<file path="config.mk">
export PLATFORM = sky130hd
export DESIGN_NAME = locality_request_and_status_fsm
export DESIGN_NICKNAME = d
export VERILOG_FILES = /design/src/rtl/locality_pkg.sv /design/src/rtl/locality_request_and_status_fsm.sv
export SDC_FILE = /design/constraint.sdc
export NUM_CORES = 1
export LEC_CHECK = 0
export ABC_AREA = 1
export BUFFER_PORTS_ARGS = -buffer_cell sky130_fd_sc_hd__buf_2
export CORE_MARGIN = 4
export CORE_UTILIZATION = 30
export CTS_CLUSTER_DIAMETER = 120
export DETAILED_ROUTE_END_ITERATION = 16
export GPL_ROUTABILITY_DRIVEN = 0
export PLACE_DENSITY_LB_ADDON = 0.3
export SLEW_MARGIN = 25
export SYNTH_ARGS = -nofsm -noshare
export SYNTH_HDL_FRONTEND = slang
export SYNTH_SLANG_ARGS = --single-unit
</file>
<file path="constraint.sdc">
create_clock -name clk -period 7.4 [get_ports clk]
set_input_delay 0.37 -clock clk [delete_from_list [all_inputs] [get_ports clk]]
set_output_delay 0.37 -clock clk [all_outputs]
set_load 0.05 [all_outputs]
</file>
<file path="src/rtl/locality_pkg.sv">
// Summary of operation
// - A write of one to a use request sets it for that locality only.
// - A use request already set ignores further writes of one.
// - Granting a locality clears its use request.
// - A pending locality writing one to its granted flag cancels its request.
// - Writing zero to a use request does nothing.
// - With access valid set, the launch flag reads its true value.
// - With access valid clear, the launch flag reads zero or its true one.
// - After launch finish the flag stays zero until a clear launch write.
// - The launch flag lives in non-volatile storage across resets.
// - The launch flag reads one while no launch finish ever ran.
// - A launch finish clears a set launch flag promptly.
// - One launch flag shows identically at every locality.
// - A status write with more than one bit set is discarded whole.
// - Zero bits in a status write are no request.
// - First command byte after Ready enters Reception until execute trigger.
// - Execute trigger enters Execution until a response is pending.
// - Completion holds until software writes command ready.
// - Idle follows completion ready, locality change, abort, or init.
// - Ready state exactly while command ready reads set.
// - Command ready prepares when idle, aborts execution, frees on completion.
// - Status reads wait until non-qualified fields are true.
// - Status fields valid never reads one while qualified fields are unsettled.
// - Clear launch write works only from locality 3 or 4; reads zero.
// - Active locality writing its granted flag gives up control.
package locality_pkg;

  localparam int          ADDR_W      = 8;
  localparam int          NUM_LOC     = 5;
  localparam logic [2:0]  LOC_NONE    = 3'h7;
  localparam logic [2:0]  LOC_LAUNCH  = 3'h3;
  localparam logic [7:0]  ACC_BASE    = 8'h00;
  localparam logic [7:0]  STS_BASE    = 8'h20;
  localparam logic [1:0]  RESP_OKAY   = 2'h0;
  localparam logic [1:0]  RESP_SLVERR = 2'h2;

  // Access register fields
  localparam int ACC_LAUNCH  = 0;
  localparam int ACC_REQUEST = 1;
  localparam int ACC_GRANTED = 5;
  localparam int ACC_VALID   = 7;
  // Status register fields
  localparam int STS_CLEAR   = 25;
  localparam int STS_FVALID  = 7;
  localparam int STS_READY   = 6;
  localparam int STS_GO      = 5;
  localparam int STS_PENDING = 4;
  localparam int STS_EXPECT  = 3;

  typedef enum logic [4:0] {
    ST_IDLE  = 5'b00001,
    ST_READY = 5'b00010,
    ST_RECV  = 5'b00100,
    ST_EXEC  = 5'b01000,
    ST_DONE  = 5'b10000
  } cmd_state_type;

  typedef struct packed {
    logic              awvalid;
    logic [ADDR_W-1:0] awaddr;
    logic              wvalid;
    logic [31:0]       wdata;
    logic [3:0]        wstrb;
    logic              bready;
    logic              arvalid;
    logic [ADDR_W-1:0] araddr;
    logic              rready;
  } axil_req_type;

  typedef struct packed {
    logic        awready;
    logic        wready;
    logic        bvalid;
    logic [1:0]  bresp;
    logic        arready;
    logic        rvalid;
    logic [31:0] rdata;
    logic [1:0]  rresp;
  } axil_rsp_type;

endpackage : locality_pkg

</file>
<file path="src/rtl/locality_request_and_status_fsm.sv">
`timescale 1ns/1ps
module locality_request_and_status_fsm (
  input  wire logic                       clk,
  input  wire logic                       reset_n,
  input  wire locality_pkg::axil_req_type axiReq,
  output      locality_pkg::axil_rsp_type axiRsp,
  input  wire logic                       cmdByteWrite,
  input  wire logic                       execDone,
  input  wire logic                       cmdExpect,
  input  wire logic                       fieldsSettled,
  input  wire logic                       launchFinish,
  input  wire logic                       nvLaunchFlag,
  output      logic                       nvWrite,
  output      logic                       nvData,
  output      logic                       abortCmd,
  output      logic                       freeResources,
  output      logic [2:0]                 activeLoc
);
  import locality_pkg::*;

  typedef struct packed {
    axil_rsp_type        rsp;
    logic                awHeld;
    logic [ADDR_W-1:0]   awAddr;
    logic                wHeld;
    logic [31:0]         wData;
    logic [NUM_LOC-1:0]  useReq;
    logic [2:0]          active;
    logic                launchFlag;
    logic                regValid;
    cmd_state_type       fsm;
    logic                status_fields_valid;
    logic                nvWrite;
    logic                nvData;
    logic                abortCmd;
    logic                freeRes;
  } core_type;

  localparam core_type CORE_RESET = '{
    rsp: '0, awHeld: 1'b0, awAddr: '0, wHeld: 1'b0, wData: '0,
    useReq: '0, active: LOC_NONE, launchFlag: 1'b0, regValid: 1'b0,
    fsm: ST_IDLE, status_fields_valid: 1'b0, nvWrite: 1'b0, nvData: 1'b0,
    abortCmd: 1'b0, freeRes: 1'b0};

  core_type s_r;
  core_type s_nxt;

  logic        wrFire;
  logic [2:0]  wrLoc;
  logic        wrAcc;
  logic        wrSts;
  logic [31:0] wrData;
  logic        wrOneHot;
  logic        clearFire;

  function automatic logic [31:0] lane_mask(input logic [3:0] strb);
    lane_mask = {{8{strb[3]}}, {8{strb[2]}}, {8{strb[1]}}, {8{strb[0]}}};
  endfunction : lane_mask

  function automatic logic [3:0] decode(input logic [ADDR_W-1:0] a);
    logic [ADDR_W-1:0] off;
    off = a - ACC_BASE;
    decode = 4'hF;
    if (a[1:0] == 2'h0) begin
      if (a >= ACC_BASE && a < ACC_BASE + ADDR_W'(4 * NUM_LOC)) begin
        decode = {1'b0, off[4:2]};
      end else if (a >= STS_BASE && a < STS_BASE + ADDR_W'(4 * NUM_LOC)) begin
        off = a - STS_BASE;
        decode = {1'b1, off[4:2]};
      end
    end
  endfunction : decode

  logic [3:0] wrDec;
  assign wrDec    = decode(s_r.awAddr);
  assign wrFire   = s_r.awHeld && s_r.wHeld && !s_r.rsp.bvalid;
  assign wrLoc    = wrDec[2:0];
  assign wrAcc    = wrFire && wrDec != 4'hF && !wrDec[3];
  assign wrSts    = wrFire && wrDec != 4'hF && wrDec[3];
  assign wrData   = s_r.wData;
  assign wrOneHot = $countones(wrData) == 1;
  // Launch flag may be restored only from the privileged localities
  assign clearFire = wrSts && wrOneHot && s_r.active == wrLoc
                     && wrData[STS_CLEAR] && wrLoc >= LOC_LAUNCH;

  always_comb begin
    logic [3:0]  rdDec;
    logic [2:0]  rdLoc;
    logic [31:0] rv;
    s_nxt = s_r;
    rdDec = decode(axiReq.araddr);
    rdLoc = rdDec[2:0];
    rv    = '0;
    s_nxt.nvWrite  = 1'b0;
    s_nxt.abortCmd = 1'b0;
    s_nxt.freeRes  = 1'b0;
    s_nxt.status_fields_valid = fieldsSettled;

    if (axiReq.awvalid && s_r.rsp.awready) begin
      s_nxt.awHeld = 1'b1;
      s_nxt.awAddr = axiReq.awaddr;
    end
    if (axiReq.wvalid && s_r.rsp.wready) begin
      s_nxt.wHeld = 1'b1;
      s_nxt.wData = axiReq.wdata & lane_mask(axiReq.wstrb);
    end
    if (s_r.rsp.bvalid && axiReq.bready) begin
      s_nxt.rsp.bvalid = 1'b0;
    end

    // Restore the launch flag once after reset; valid stays low till then
    if (!s_r.regValid) begin
      s_nxt.launchFlag = nvLaunchFlag;
      s_nxt.regValid   = 1'b1;
    end

    if (wrFire) begin
      s_nxt.awHeld     = 1'b0;
      s_nxt.wHeld      = 1'b0;
      s_nxt.rsp.bvalid = 1'b1;
      s_nxt.rsp.bresp  = (wrDec == 4'hF) ? RESP_SLVERR : RESP_OKAY;
    end

    if (wrAcc) begin
      if (wrData[ACC_GRANTED]) begin
        if (s_r.active == wrLoc) begin
          s_nxt.active = LOC_NONE;
          s_nxt.fsm    = ST_IDLE;
        end else if (s_r.useReq[wrLoc]) begin
          s_nxt.useReq[wrLoc] = 1'b0;
        end
      end else if (wrData[ACC_REQUEST] && !s_r.useReq[wrLoc]
                   && s_r.active != wrLoc) begin
        s_nxt.useReq[wrLoc] = 1'b1;
      end
    end

    // Writes from other localities never touch the shared machine
    if (wrSts && wrOneHot && s_r.active == wrLoc) begin
      if (wrData[STS_READY]) begin
        unique case (s_r.fsm)
          ST_IDLE:  s_nxt.fsm = ST_READY;
          ST_EXEC: begin
            s_nxt.fsm      = ST_IDLE;
            s_nxt.abortCmd = 1'b1;
          end
          ST_DONE: begin
            s_nxt.fsm     = ST_IDLE;
            s_nxt.freeRes = 1'b1;
          end
          ST_READY, ST_RECV: s_nxt.fsm = s_r.fsm;
        endcase
      end
      if (wrData[STS_GO] && s_r.fsm == ST_RECV) begin
        s_nxt.fsm = ST_EXEC;
      end
    end

    if (clearFire) begin
      s_nxt.launchFlag = 1'b1;
      s_nxt.nvWrite    = 1'b1;
      s_nxt.nvData     = 1'b1;
    end
    // Launch finish wins over a clear in the same cycle
    if (launchFinish && s_r.regValid) begin
      s_nxt.launchFlag = 1'b0;
      s_nxt.nvWrite    = 1'b1;
      s_nxt.nvData     = 1'b0;
    end

    if (cmdByteWrite && s_r.fsm == ST_READY) begin
      s_nxt.fsm = ST_RECV;
    end
    if (execDone && s_r.fsm == ST_EXEC && s_nxt.fsm == ST_EXEC) begin
      s_nxt.fsm = ST_DONE;
    end

    // Highest locality wins when control is free
    if (s_nxt.active == LOC_NONE) begin
      for (int i = 0; i < NUM_LOC; i++) begin
        if (s_nxt.useReq[i]) begin
          s_nxt.active = 3'(i);
        end
      end
      if (s_nxt.active != LOC_NONE) begin
        s_nxt.useReq[s_nxt.active] = 1'b0;
        s_nxt.fsm = ST_IDLE;
      end
    end

    if (rdDec != 4'hF && !rdDec[3]) begin
      rv[ACC_LAUNCH]  = s_r.regValid & s_r.launchFlag;
      rv[ACC_REQUEST] = s_r.useReq[rdLoc];
      rv[ACC_GRANTED] = s_r.active == rdLoc;
      rv[ACC_VALID]   = s_r.regValid;
    end else if (rdDec != 4'hF) begin
      // Zero wait states: every plain field is a flop, always true
      rv[STS_FVALID]  = s_r.status_fields_valid;
      rv[STS_READY]   = s_r.fsm == ST_READY;
      rv[STS_PENDING] = s_r.status_fields_valid && s_r.fsm == ST_DONE;
      rv[STS_EXPECT]  = s_r.status_fields_valid && cmdExpect && s_r.fsm == ST_RECV;
    end
    if (axiReq.arvalid && s_r.rsp.arready) begin
      s_nxt.rsp.rvalid = 1'b1;
      s_nxt.rsp.rdata  = rv;
      s_nxt.rsp.rresp  = (rdDec == 4'hF) ? RESP_SLVERR : RESP_OKAY;
    end else if (s_r.rsp.rvalid && axiReq.rready) begin
      s_nxt.rsp.rvalid = 1'b0;
    end

    s_nxt.rsp.awready = !s_nxt.awHeld;
    s_nxt.rsp.wready  = !s_nxt.wHeld;
    s_nxt.rsp.arready = !s_nxt.rsp.rvalid;
  end

  always_ff @(posedge clk) begin
    if (!reset_n) begin
      s_r <= CORE_RESET;
    end else begin
      s_r <= s_nxt;
    end
  end

  assign axiRsp        = s_r.rsp;
  assign nvWrite       = s_r.nvWrite;
  assign nvData        = s_r.nvData;
  assign abortCmd      = s_r.abortCmd;
  assign freeResources = s_r.freeRes;
  assign activeLoc     = s_r.active;
endmodule : locality_request_and_status_fsm

</file>
==> metrics.md, run 1 <==
| Metric | Value |
|---|---|
| Max Clock Freq | `176 MHz` |
| WP data required | `7.68 ns` |
| Count leader, synth | `inv_1` |
| H-tree levels | `3` |
| Area grow syn2layout | `15.2%` |
| Hold WC Path Type | `input pin to flip-flop` |
| Tcrit/Tclk final | `76.8%` |
| Status | `complete, no violations` |
| First-pass GRT wire length | `18.2 mm` |
| Final setup viols | `0` |
| Yosys warning count | `0` |
| Die Y | `132 µm` |
| Arr. time, crit path | `5.96 ns` |
| Switch Pwr | `0.454 mW` |
| PortBufs | `85` |
| Count of final hold-check violations | `0` |
| Core area | `15,100 µm²` |
| Sequential share of power | `33.4%` |
| Minimum clock period | `5.68 ns` |
| Gate Count Post-Synth | `608` |
| Unrepaired setup endpoints after global routing | `no` |
| Number of synthesized flops with an enable pin | `0` |
| Crit-path max FO | `5` |
| Lkg Pwr | `2.49 nW` |
| Drt pass-1 iters | `4` |
| Vias in the first global route | `3,772` |
| Clock network power share | `36.7%` |
| Num ports | `113` |
| Fin. max-slew vios | `0` |
| DPL Wire Length | `8.85 mm` |
| Comb pwr share | `29.9%` |
| Layout cells sized above 1 | `20.7%` |
| Final instance area | `5340 µm²` |
| Total power | `1.34 mW` |
| Synth cell count leaders | `93 x inv_1, 90 x nand2_1, 76 x dfxtp_1` |
| Synth Flop Type | `dfxtp_1` |
| Post-Place Cell Area | `5010 µm²` |
| Post-synth ARST share | `0%` |
| Die ar. | `17,500 µm²` |
| CTS Hold Bufs | `0` |
| Post-synthesis sequential area ratio | `32.8%` |
| Startpoint types | `flip-flop` |
| DR vias/cell | `4.44` |
| Worst Max-Slew Pin Slew | `0.587 ns` |
| CTS Buf Count | `9` |
| DRT Wirelength | `11.1 mm` |
| Initial DRC count | `183` |
| CTS Root Cell | `clkbuf_16` |
| Vias | `3,836` |
| Clock slew at reported path FFs | `0.06 ns` |
| Largest net degree at the start of global routing | `49` |
| Synthesized flop and latch total | `76` |
| Antenna-violating nets left | `0` |
| Max-Cap Viols | `0` |
| Die X | `132 µm` |
| Rows | `45` |
| Worst VDD drop | `0.000128 V` |
| Initial antenna violation count | `0` |
| Worst rel slew slack | `60.8%` |
| WL per Instance | `12.9 µm` |
| Critical path type | `flip-flop to flip-flop` |
| Post-cts sizing count | `0` |
| Switch share | `33.8%` |
| Post-layout nets | `766` |
| Remaining Overflow, GRT | `0` |
| # fillers | `1,603` |
| Mapped cell area | `4640 µm²` |
| Setup bufs post-CTS | `0` |
| Crit path capture type | `flip-flop` |
| GRT Util Overall | `12.9%` |
| Pwr per Cell Area | `252 nW/µm²` |
| Clock latency on the worst-skew pair | `0.34 ns` |
| Top cells by area, synth | `dfxtp_1 33%, fa_1 10%, inv_1 7.5%` |
| Drt drc | `0` |
| Worst-case register-to-register setup slack | `1.72 ns` |
| CTS max path bufs | `2` |
| Unique masters post-synth | `37` |
| Starting Density | `30.6%` |
| Clock Sinks | `76` |
| Int Pwr | `0.890 mW` |
| Final setup TNS | `0 ns` |
| Setup Skew | `0.00581 ns` |
| CTS tree | `done` |
| Antenna cells | `0` |
| Share of the synthesized area in the top cell type | `32.8%` |
| Avg Cell Area, Syn | `7.62 µm²` |
| Area leader, netlist | `dfxtp_1` |
## registers in the layout, summed over array words and instances, names as in the netlist
name	count
abortCmd	1
activeLoc	3
axiRsp	14
freeResources	1
nvData	1
nvWrite	1
s_r	23
wrData	32
## cell families after synthesis
kind of cell | synth area share [%]
fa+ha+maj | 12.3
compound gates | 12.1
other cells | 0.0809
flops | 32.8
xor+xnor | 0.567
simple gates | 25.6
buf+inv | 16.6
## stage by stage
| stage | instances | utilization, % | hold slack, ns | setup WS [ns] |
|---|---|---|---|---|
| global route | 863 | 35.2 | 0.215 | 1.30 |
| floorplan | 634 | - | 0.398 | 2.01 |
| CTS | 863 | 35.2 | 0.198 | 1.70 |
| global placement | 847 | 33.1 | 0.451 | 1.83 |
| finish | 863 | 35.2 | 0.212 | 1.72 |
| detailed placement | 847 | 33.1 | 0.458 | 1.72 |
## cell type report
class                           instances  area [µm²]  share of cell area [%]
Multi-Input combinational cell        398        2440                    45.7
Sequential cell                        76        1520                    28.5
Clock inverter                          5         100                    1.87
Timing Repair Buffer                   87         440                    8.25
Clock buffer                           11         233                    4.36
Tap cell                              188         235                    4.41
Inverter                               98         368                    6.89
## layout by cell type, fill, tap and decap left out, types with 6 or more instances in the layout
cell       count
inv_1         93
conb_1        27
a211oi_1      12
a21oi_1       55
buf_2         85
dfxtp_1       76
nand2_2        7
nand3_1       48
ha_1           7
nor2_1        52
o21ai_0       18
nand4_1       10
nand2_4        6
nand2_1       90
fa_1          24
nor2_4         8
clkbuf_16      9
## power groups by stage
| stage | clock (mW) | combinational (mW) | sequential [mW] |
|---|---|---|---|
| finish | 0.494 | 0.402 | 0.449 |
| global route | 0.526 | 0.465 | 0.452 |
| CTS | 0.509 | 0.408 | 0.450 |
| detailed placement | 0 | 0.406 | 0.459 |
| global placement | 0 | 0.403 | 0.459 |
| floorplan | 0 | 0.347 | 0.454 |
## final timing paths
path | from | end | cells after the start
max | wrData[5]$_SDFFE_PN0P_ | s_r[8]$_SDFF_PN0_ | 23
min | fieldsSettled | s_r[4]$_SDFF_PN0_ | 3
min reg2reg | nvData$_SDFFE_PP0P_ | nvData$_SDFFE_PP0P_ | 2
max reg2reg | wrData[5]$_SDFFE_PN0P_ | s_r[8]$_SDFF_PN0_ | 23
## worst max-delay path, stage by stage, from the launching register on
cell and delay (ns):
dfxtp_1 0.36, inv_1 0.14, fa_1 0.55, inv_1 0.05
fa_1 0.46, fa_1 0.55, fa_1 0.44, fa_1 0.51
inv_1 0.05, fa_1 0.47, inv_1 0.04, ha_1 0.20
fa_1 0.43, nor4_1 0.24, o211ai_1 0.12, a21oi_1 0.13
nand2_1 0.06, nor2_1 0.15, nand3_1 0.17, o21ai_0 0.25
nand2_1 0.07, nand2_1 0.06, nand2_1 0.05, nor2_1 0.09
## layer usage
metal / up-vias / routed length [µm] / track usage, % / part of all wire, %
li1: 1999 / - / - / -
met3: 12 / 622 / 4.05 / 5.6
met2: 89 / 5190 / 21.1 / 47
met1: 1736 / 5100 / 16.5 / 46
met5: - / 0 / 0 / 0
met4: 0 / 190 / 3.93 / 1.7
(Power assumes the default switching activity.)
==> inputs of run 2 (changes only) <==
Settings changed: ABC_AREA 1 to 0.
Clock period 7.4 ns to 5.7 ns, I/O delays scaled along.
==> run 2 against run 1 <==
Compared with the run above:
- non-clock buffer count fell by 1
- synthesized cell count fell by 5.1%
- final area rose by 1.1%
- utilization fell by 0.27 points
- sequential share of layout area fell by 0.30 points
- power rose by 1.1%
- critical path depth fell by 4
- combinational power fell by 32%
==> metrics.md, run 2 <==
| Metric | Value |
|---|---|
| Minimum clock period | `5.32 ns (was 5.68 ns)` |
| Hold WC Path Type | `input pin to flip-flop (unchanged)` |
| Max incr delay on CP | `0.54 ns (was 0.55 ns)` |
| WP data required | `5.98 ns (was 7.68 ns)` |
| Remaining Overflow, GRT | `0 (unchanged)` |
| Clock slew at reported path FFs | `0.06 ns (about the same)` |
| Count of final hold-check violations | `0 (unchanged)` |
| Num ports | `113 (unchanged)` |
| Layout cells sized above 1 | `18.6% (was 20.7%)` |
| Placed cell count | `825 (was 847)` |
| Clock latency on the worst-skew pair | `0.33 ns (was 0.34 ns)` |
| Crit-path max FO | `4 (was 5)` |
| Number of synthesized flops with an enable pin | `0 (unchanged)` |
| Antenna cells | `0 (unchanged)` |
| Worst rel slew slack | `57.4% (was 60.8%)` |
| Vias | `3,983 (was 3,836)` |
| Worst Max-Slew Pin Slew | `0.634 ns (was 0.587 ns)` |
| PortBufs | `85 (unchanged)` |
| Status | `complete, no violations (unchanged)` |
| Die Y | `134 µm (was 132 µm)` |
| Die X | `134 µm (was 132 µm)` |
| Initial DRC count | `150 (was 183)` |
| Unique masters post-synth | `68 (was 37)` |
| Sequential share of power | `42.1% (was 33.4%)` |
| Max-Cap Viols | `0 (unchanged)` |
| Worst-case register-to-register setup slack | `0.38 ns (was 1.72 ns)` |
| Synth Flop Type | `dfxtp_1 (unchanged)` |
| Max Clock Freq | `188 MHz (was 176 MHz)` |
| Drt pass-1 iters | `4 (unchanged)` |
| Synthesized flop and latch total | `76 (unchanged)` |
| Wire length on met3 | `435 µm (was 622 µm)` |
| Most common cell after layout, fill and taps aside | `buf_2 (was inv_1)` |
| Comb pwr share | `20.2% (was 29.9%)` |
| Switch share | `30.6% (was 33.8%)` |
| DR vias/cell | `4.74 (was 4.44)` |
| Crit path capture type | `flip-flop (unchanged)` |
| Switch Pwr | `0.416 mW (was 0.454 mW)` |
| Vias in the first global route | `3,844 (was 3,772)` |
| Critical path cell sequence | `fa_1 -> inv_1 -> fa_1 -> inv_1 -> fa_1 -> fa_1 -> fa_1 -> inv_1 -> fa_1 -> inv_1 -> ha_1 -> fa_1 -> nor3_1 -> nand4_1 -> nor2_1 -> and3_1 -> nor2_1 -> o21ai_0 -> o311a_1 (was inv_1 -> fa_1 -> inv_1 -> fa_1 -> fa_1 -> fa_1 -> fa_1 -> inv_1 -> fa_1 -> inv_1 -> ha_1 -> fa_1 -> nor4_1 -> o211ai_1 -> a21oi_1 -> nand2_1 -> nor2_1 -> nand3_1 -> o21ai_0 -> nand2_1 -> nand2_1 -> nand2_1 -> nor2_1)` |
| Post-synth ARST share | `0% (unchanged)` |
| Synth cell count leaders | `77 x nand2_1, 76 x dfxtp_1, 52 x nand3_1 (was 93 x inv_1, 90 x nand2_1, 76 x dfxtp_1)` |
| Clock Sinks | `76 (unchanged)` |
| Footprint of the multi-input gates | `2750 µm² (was 2440 µm²)` |
| H-tree levels | `3 (unchanged)` |
| WL per Instance | `13.4 µm (was 12.9 µm)` |
| CP dominant cell by count | `fa_1 (unchanged)` |
| Drt drc | `0 (unchanged)` |
| Met1 wire length | `4.89 mm (was 5.10 mm)` |
| Int Pwr | `0.944 mW (was 0.890 mW)` |
| Total power | `1.36 mW (was 1.34 mW)` |
| Met2 wire len | `5.80 mm (was 5.19 mm)` |
| # fillers | `1,674 (was 1,603)` |
| Arr. time, crit path | `5.59 ns (was 5.96 ns)` |
| Critical path type | `flip-flop to flip-flop (unchanged)` |
| Post-synthesis sequential area ratio | `31.8% (was 32.8%)` |
| Antenna-violating nets left | `0 (unchanged)` |
| First-pass GRT wire length | `18.6 mm (was 18.2 mm)` |
| Tcrit/Tclk final | `93.3% (was 76.8%)` |
| Setup WS pre-CTS | `0.404 ns (was 1.72 ns)` |
| Setup Skew | `0.00644 ns (was 0.00581 ns)` |
| Startpoint types | `flip-flop (unchanged)` |
| DRT Wirelength | `11.3 mm (was 11.1 mm)` |
| CTS Root Cell | `clkbuf_16 (unchanged)` |
| DPL Wire Length | `8.90 mm (was 8.85 mm)` |
| Top sig layer | `met4 (unchanged)` |
| Setup bufs post-CTS | `0 (unchanged)` |
| Area leader, netlist | `dfxtp_1 (unchanged)` |
| Worst VDD drop | `0.000108 V (was 0.000128 V)` |
| Commonest non-fill, non-tap cells in the layout | `84 x buf_2, 76 x nand2_1, 76 x dfxtp_1, 52 x nand3_1, 43 x inv_1 (was 93 x inv_1, 90 x nand2_1, 85 x buf_2, 76 x dfxtp_1, 55 x a21oi_1)` |
| GRT Util Overall | `12.7% (was 12.9%)` |
| CTS Hold Bufs | `0 (unchanged)` |
| Die ar. | `18,100 µm² (was 17,500 µm²)` |
| Gate Count Post-Synth | `577 (was 608)` |
| Starting Density | `31.0% (was 30.6%)` |
| Yosys warning count | `0 (unchanged)` |
| Clock network power share | `37.7% (was 36.7%)` |
| Non-Filler Instances | `841 (was 863)` |
| Largest net degree at the start of global routing | `71 (was 49)` |
| CTS max path bufs | `2 (unchanged)` |
| Initial antenna violation count | `0 (unchanged)` |
| Max FFs per register | `32 (unchanged)` |
| Count leader, synth | `nand2_1 (was inv_1)` |
| Unrepaired setup endpoints after global routing | `no (unchanged)` |
| Top cells by area, synth | `dfxtp_1 32%, fa_1 10%, buf_4 6.9% (was dfxtp_1 33%, fa_1 10%, inv_1 7.5%)` |
| Register area | `1520 µm² (unchanged)` |
| Share of the synthesized area in the top cell type | `31.8% (was 32.8%)` |
| Fin. max-slew vios | `0 (unchanged)` |
| Post-cts sizing count | `0 (unchanged)` |
| CTS tree | `done (unchanged)` |
| Core area | `15,400 µm² (was 15,100 µm²)` |
| Final Util | `35.0% (was 35.2%)` |
| Worst setup margin | `0.384 ns (was 1.72 ns)` |
| Mapped cell area | `4790 µm² (was 4640 µm²)` |
| Final setup viols | `0 (unchanged)` |
| Pwr per Cell Area | `252 nW/µm² (about the same)` |
| Avg Cell Area, Syn | `8.30 µm² (was 7.62 µm²)` |
| Final setup TNS | `0 ns (unchanged)` |
| Lkg Pwr | `2.18 nW (was 2.49 nW)` |
| Rows | `45 (unchanged)` |
| Area grow syn2layout | `12.7% (was 15.2%)` |
| CTS Buf Count | `9 (unchanged)` |
| Post-layout nets | `721 (was 766)` |
| CP max stage cell | `fa_1 (unchanged)` |
## run 2: cell count changes after synthesis, sizes merged, moves of 10 or more
cell	before	now
inv	97	44
nor2	65	31
a21boi	0	43
a21oi	56	15
clkbuf	16	26
nand2	103	77
## run 2: power by group through the flow
| stage | combinational, mW | sequential, mW | clock, mW |
|---|---|---|---|
| 2_1_floorplan | 0.243 | 0.570 | 0 |
| 6_report | 0.275 | 0.572 | 0.513 |
| 5_1_grt | 0.311 | 0.575 | 0.556 |
| 3_3_place_gp | 0.270 | 0.583 | 0 |
| 4_1_cts | 0.278 | 0.572 | 0.529 |
| 3_5_place_dp | 0.276 | 0.584 | 0 |
## run 2: cell families (layout without fill, tap and decap cells)
kind of cell / after synthesis / in the layout / share of synthesized area (%)
xor+xnor: 2 / 2 / 0.523
fa+ha+maj: 31 / 31 / 11.9
flops: 76 / 76 / 31.8
simple gates: 222 / 222 / 22.6
buf+inv: 119 / 146 / 13.0
other cells: 1 / 27 / 0.0783
compound gates: 121 / 121 / 18.9
mux: 5 / 5 / 1.31
## run 2: area by class of cell
class / instances / area share [%]
clock buffer: 14 / 4.71
clock inverter: 2 / 0.185
inverter: 44 / 3.06
multi-input combinational: 408 / 50.9
sequential: 76 / 28.2
tap: 211 / 4.89
timing repair buffer: 86 / 8.07
## run 2: per-stage QoR
step / hold WS, ns / instance area [µm²]
after floorplan: 0.313 / 4890
after global placement: 0.459 / 5130
after detailed placement: 0.468 / 5130
after CTS: 0.155 / 5390
after global routing: 0.162 / 5400
final: 0.173 / 5400
## run 2: routing by layer
metal	GRT usage (%)	vias up
li1	-	2001
met1	15.3	1896
met2	22.2	72
met3	2.89	14
met4	4.24	0
met5	0	-
## run 2: final timing paths
kind | start | end | cells after the start
worst min-delay path | fieldsSettled | s_r[4]$_SDFF_PN0_ | 2
worst min register to register | wrData[10]$_SDFFE_PN0P_ | wrData[10]$_SDFFE_PN0P_ | 2
worst max-delay path | wrData[11]$_SDFFE_PN0P_ | s_r[11]$_SDFFE_PP0P_ | 19
worst max register to register | wrData[11]$_SDFFE_PN0P_ | s_r[11]$_SDFFE_PP0P_ | 19
## run 2: worst max-delay path: cells and delay by family, from the launching register on
kind / cells / cell delay (ns)
adders and majority gates: 8 / 3.61
and+or+nand+nor: 5 / 0.82
DFF: 1 / 0.32
AOI/OAI and AO/OA: 2 / 0.32
buffers and inverters: 4 / 0.20
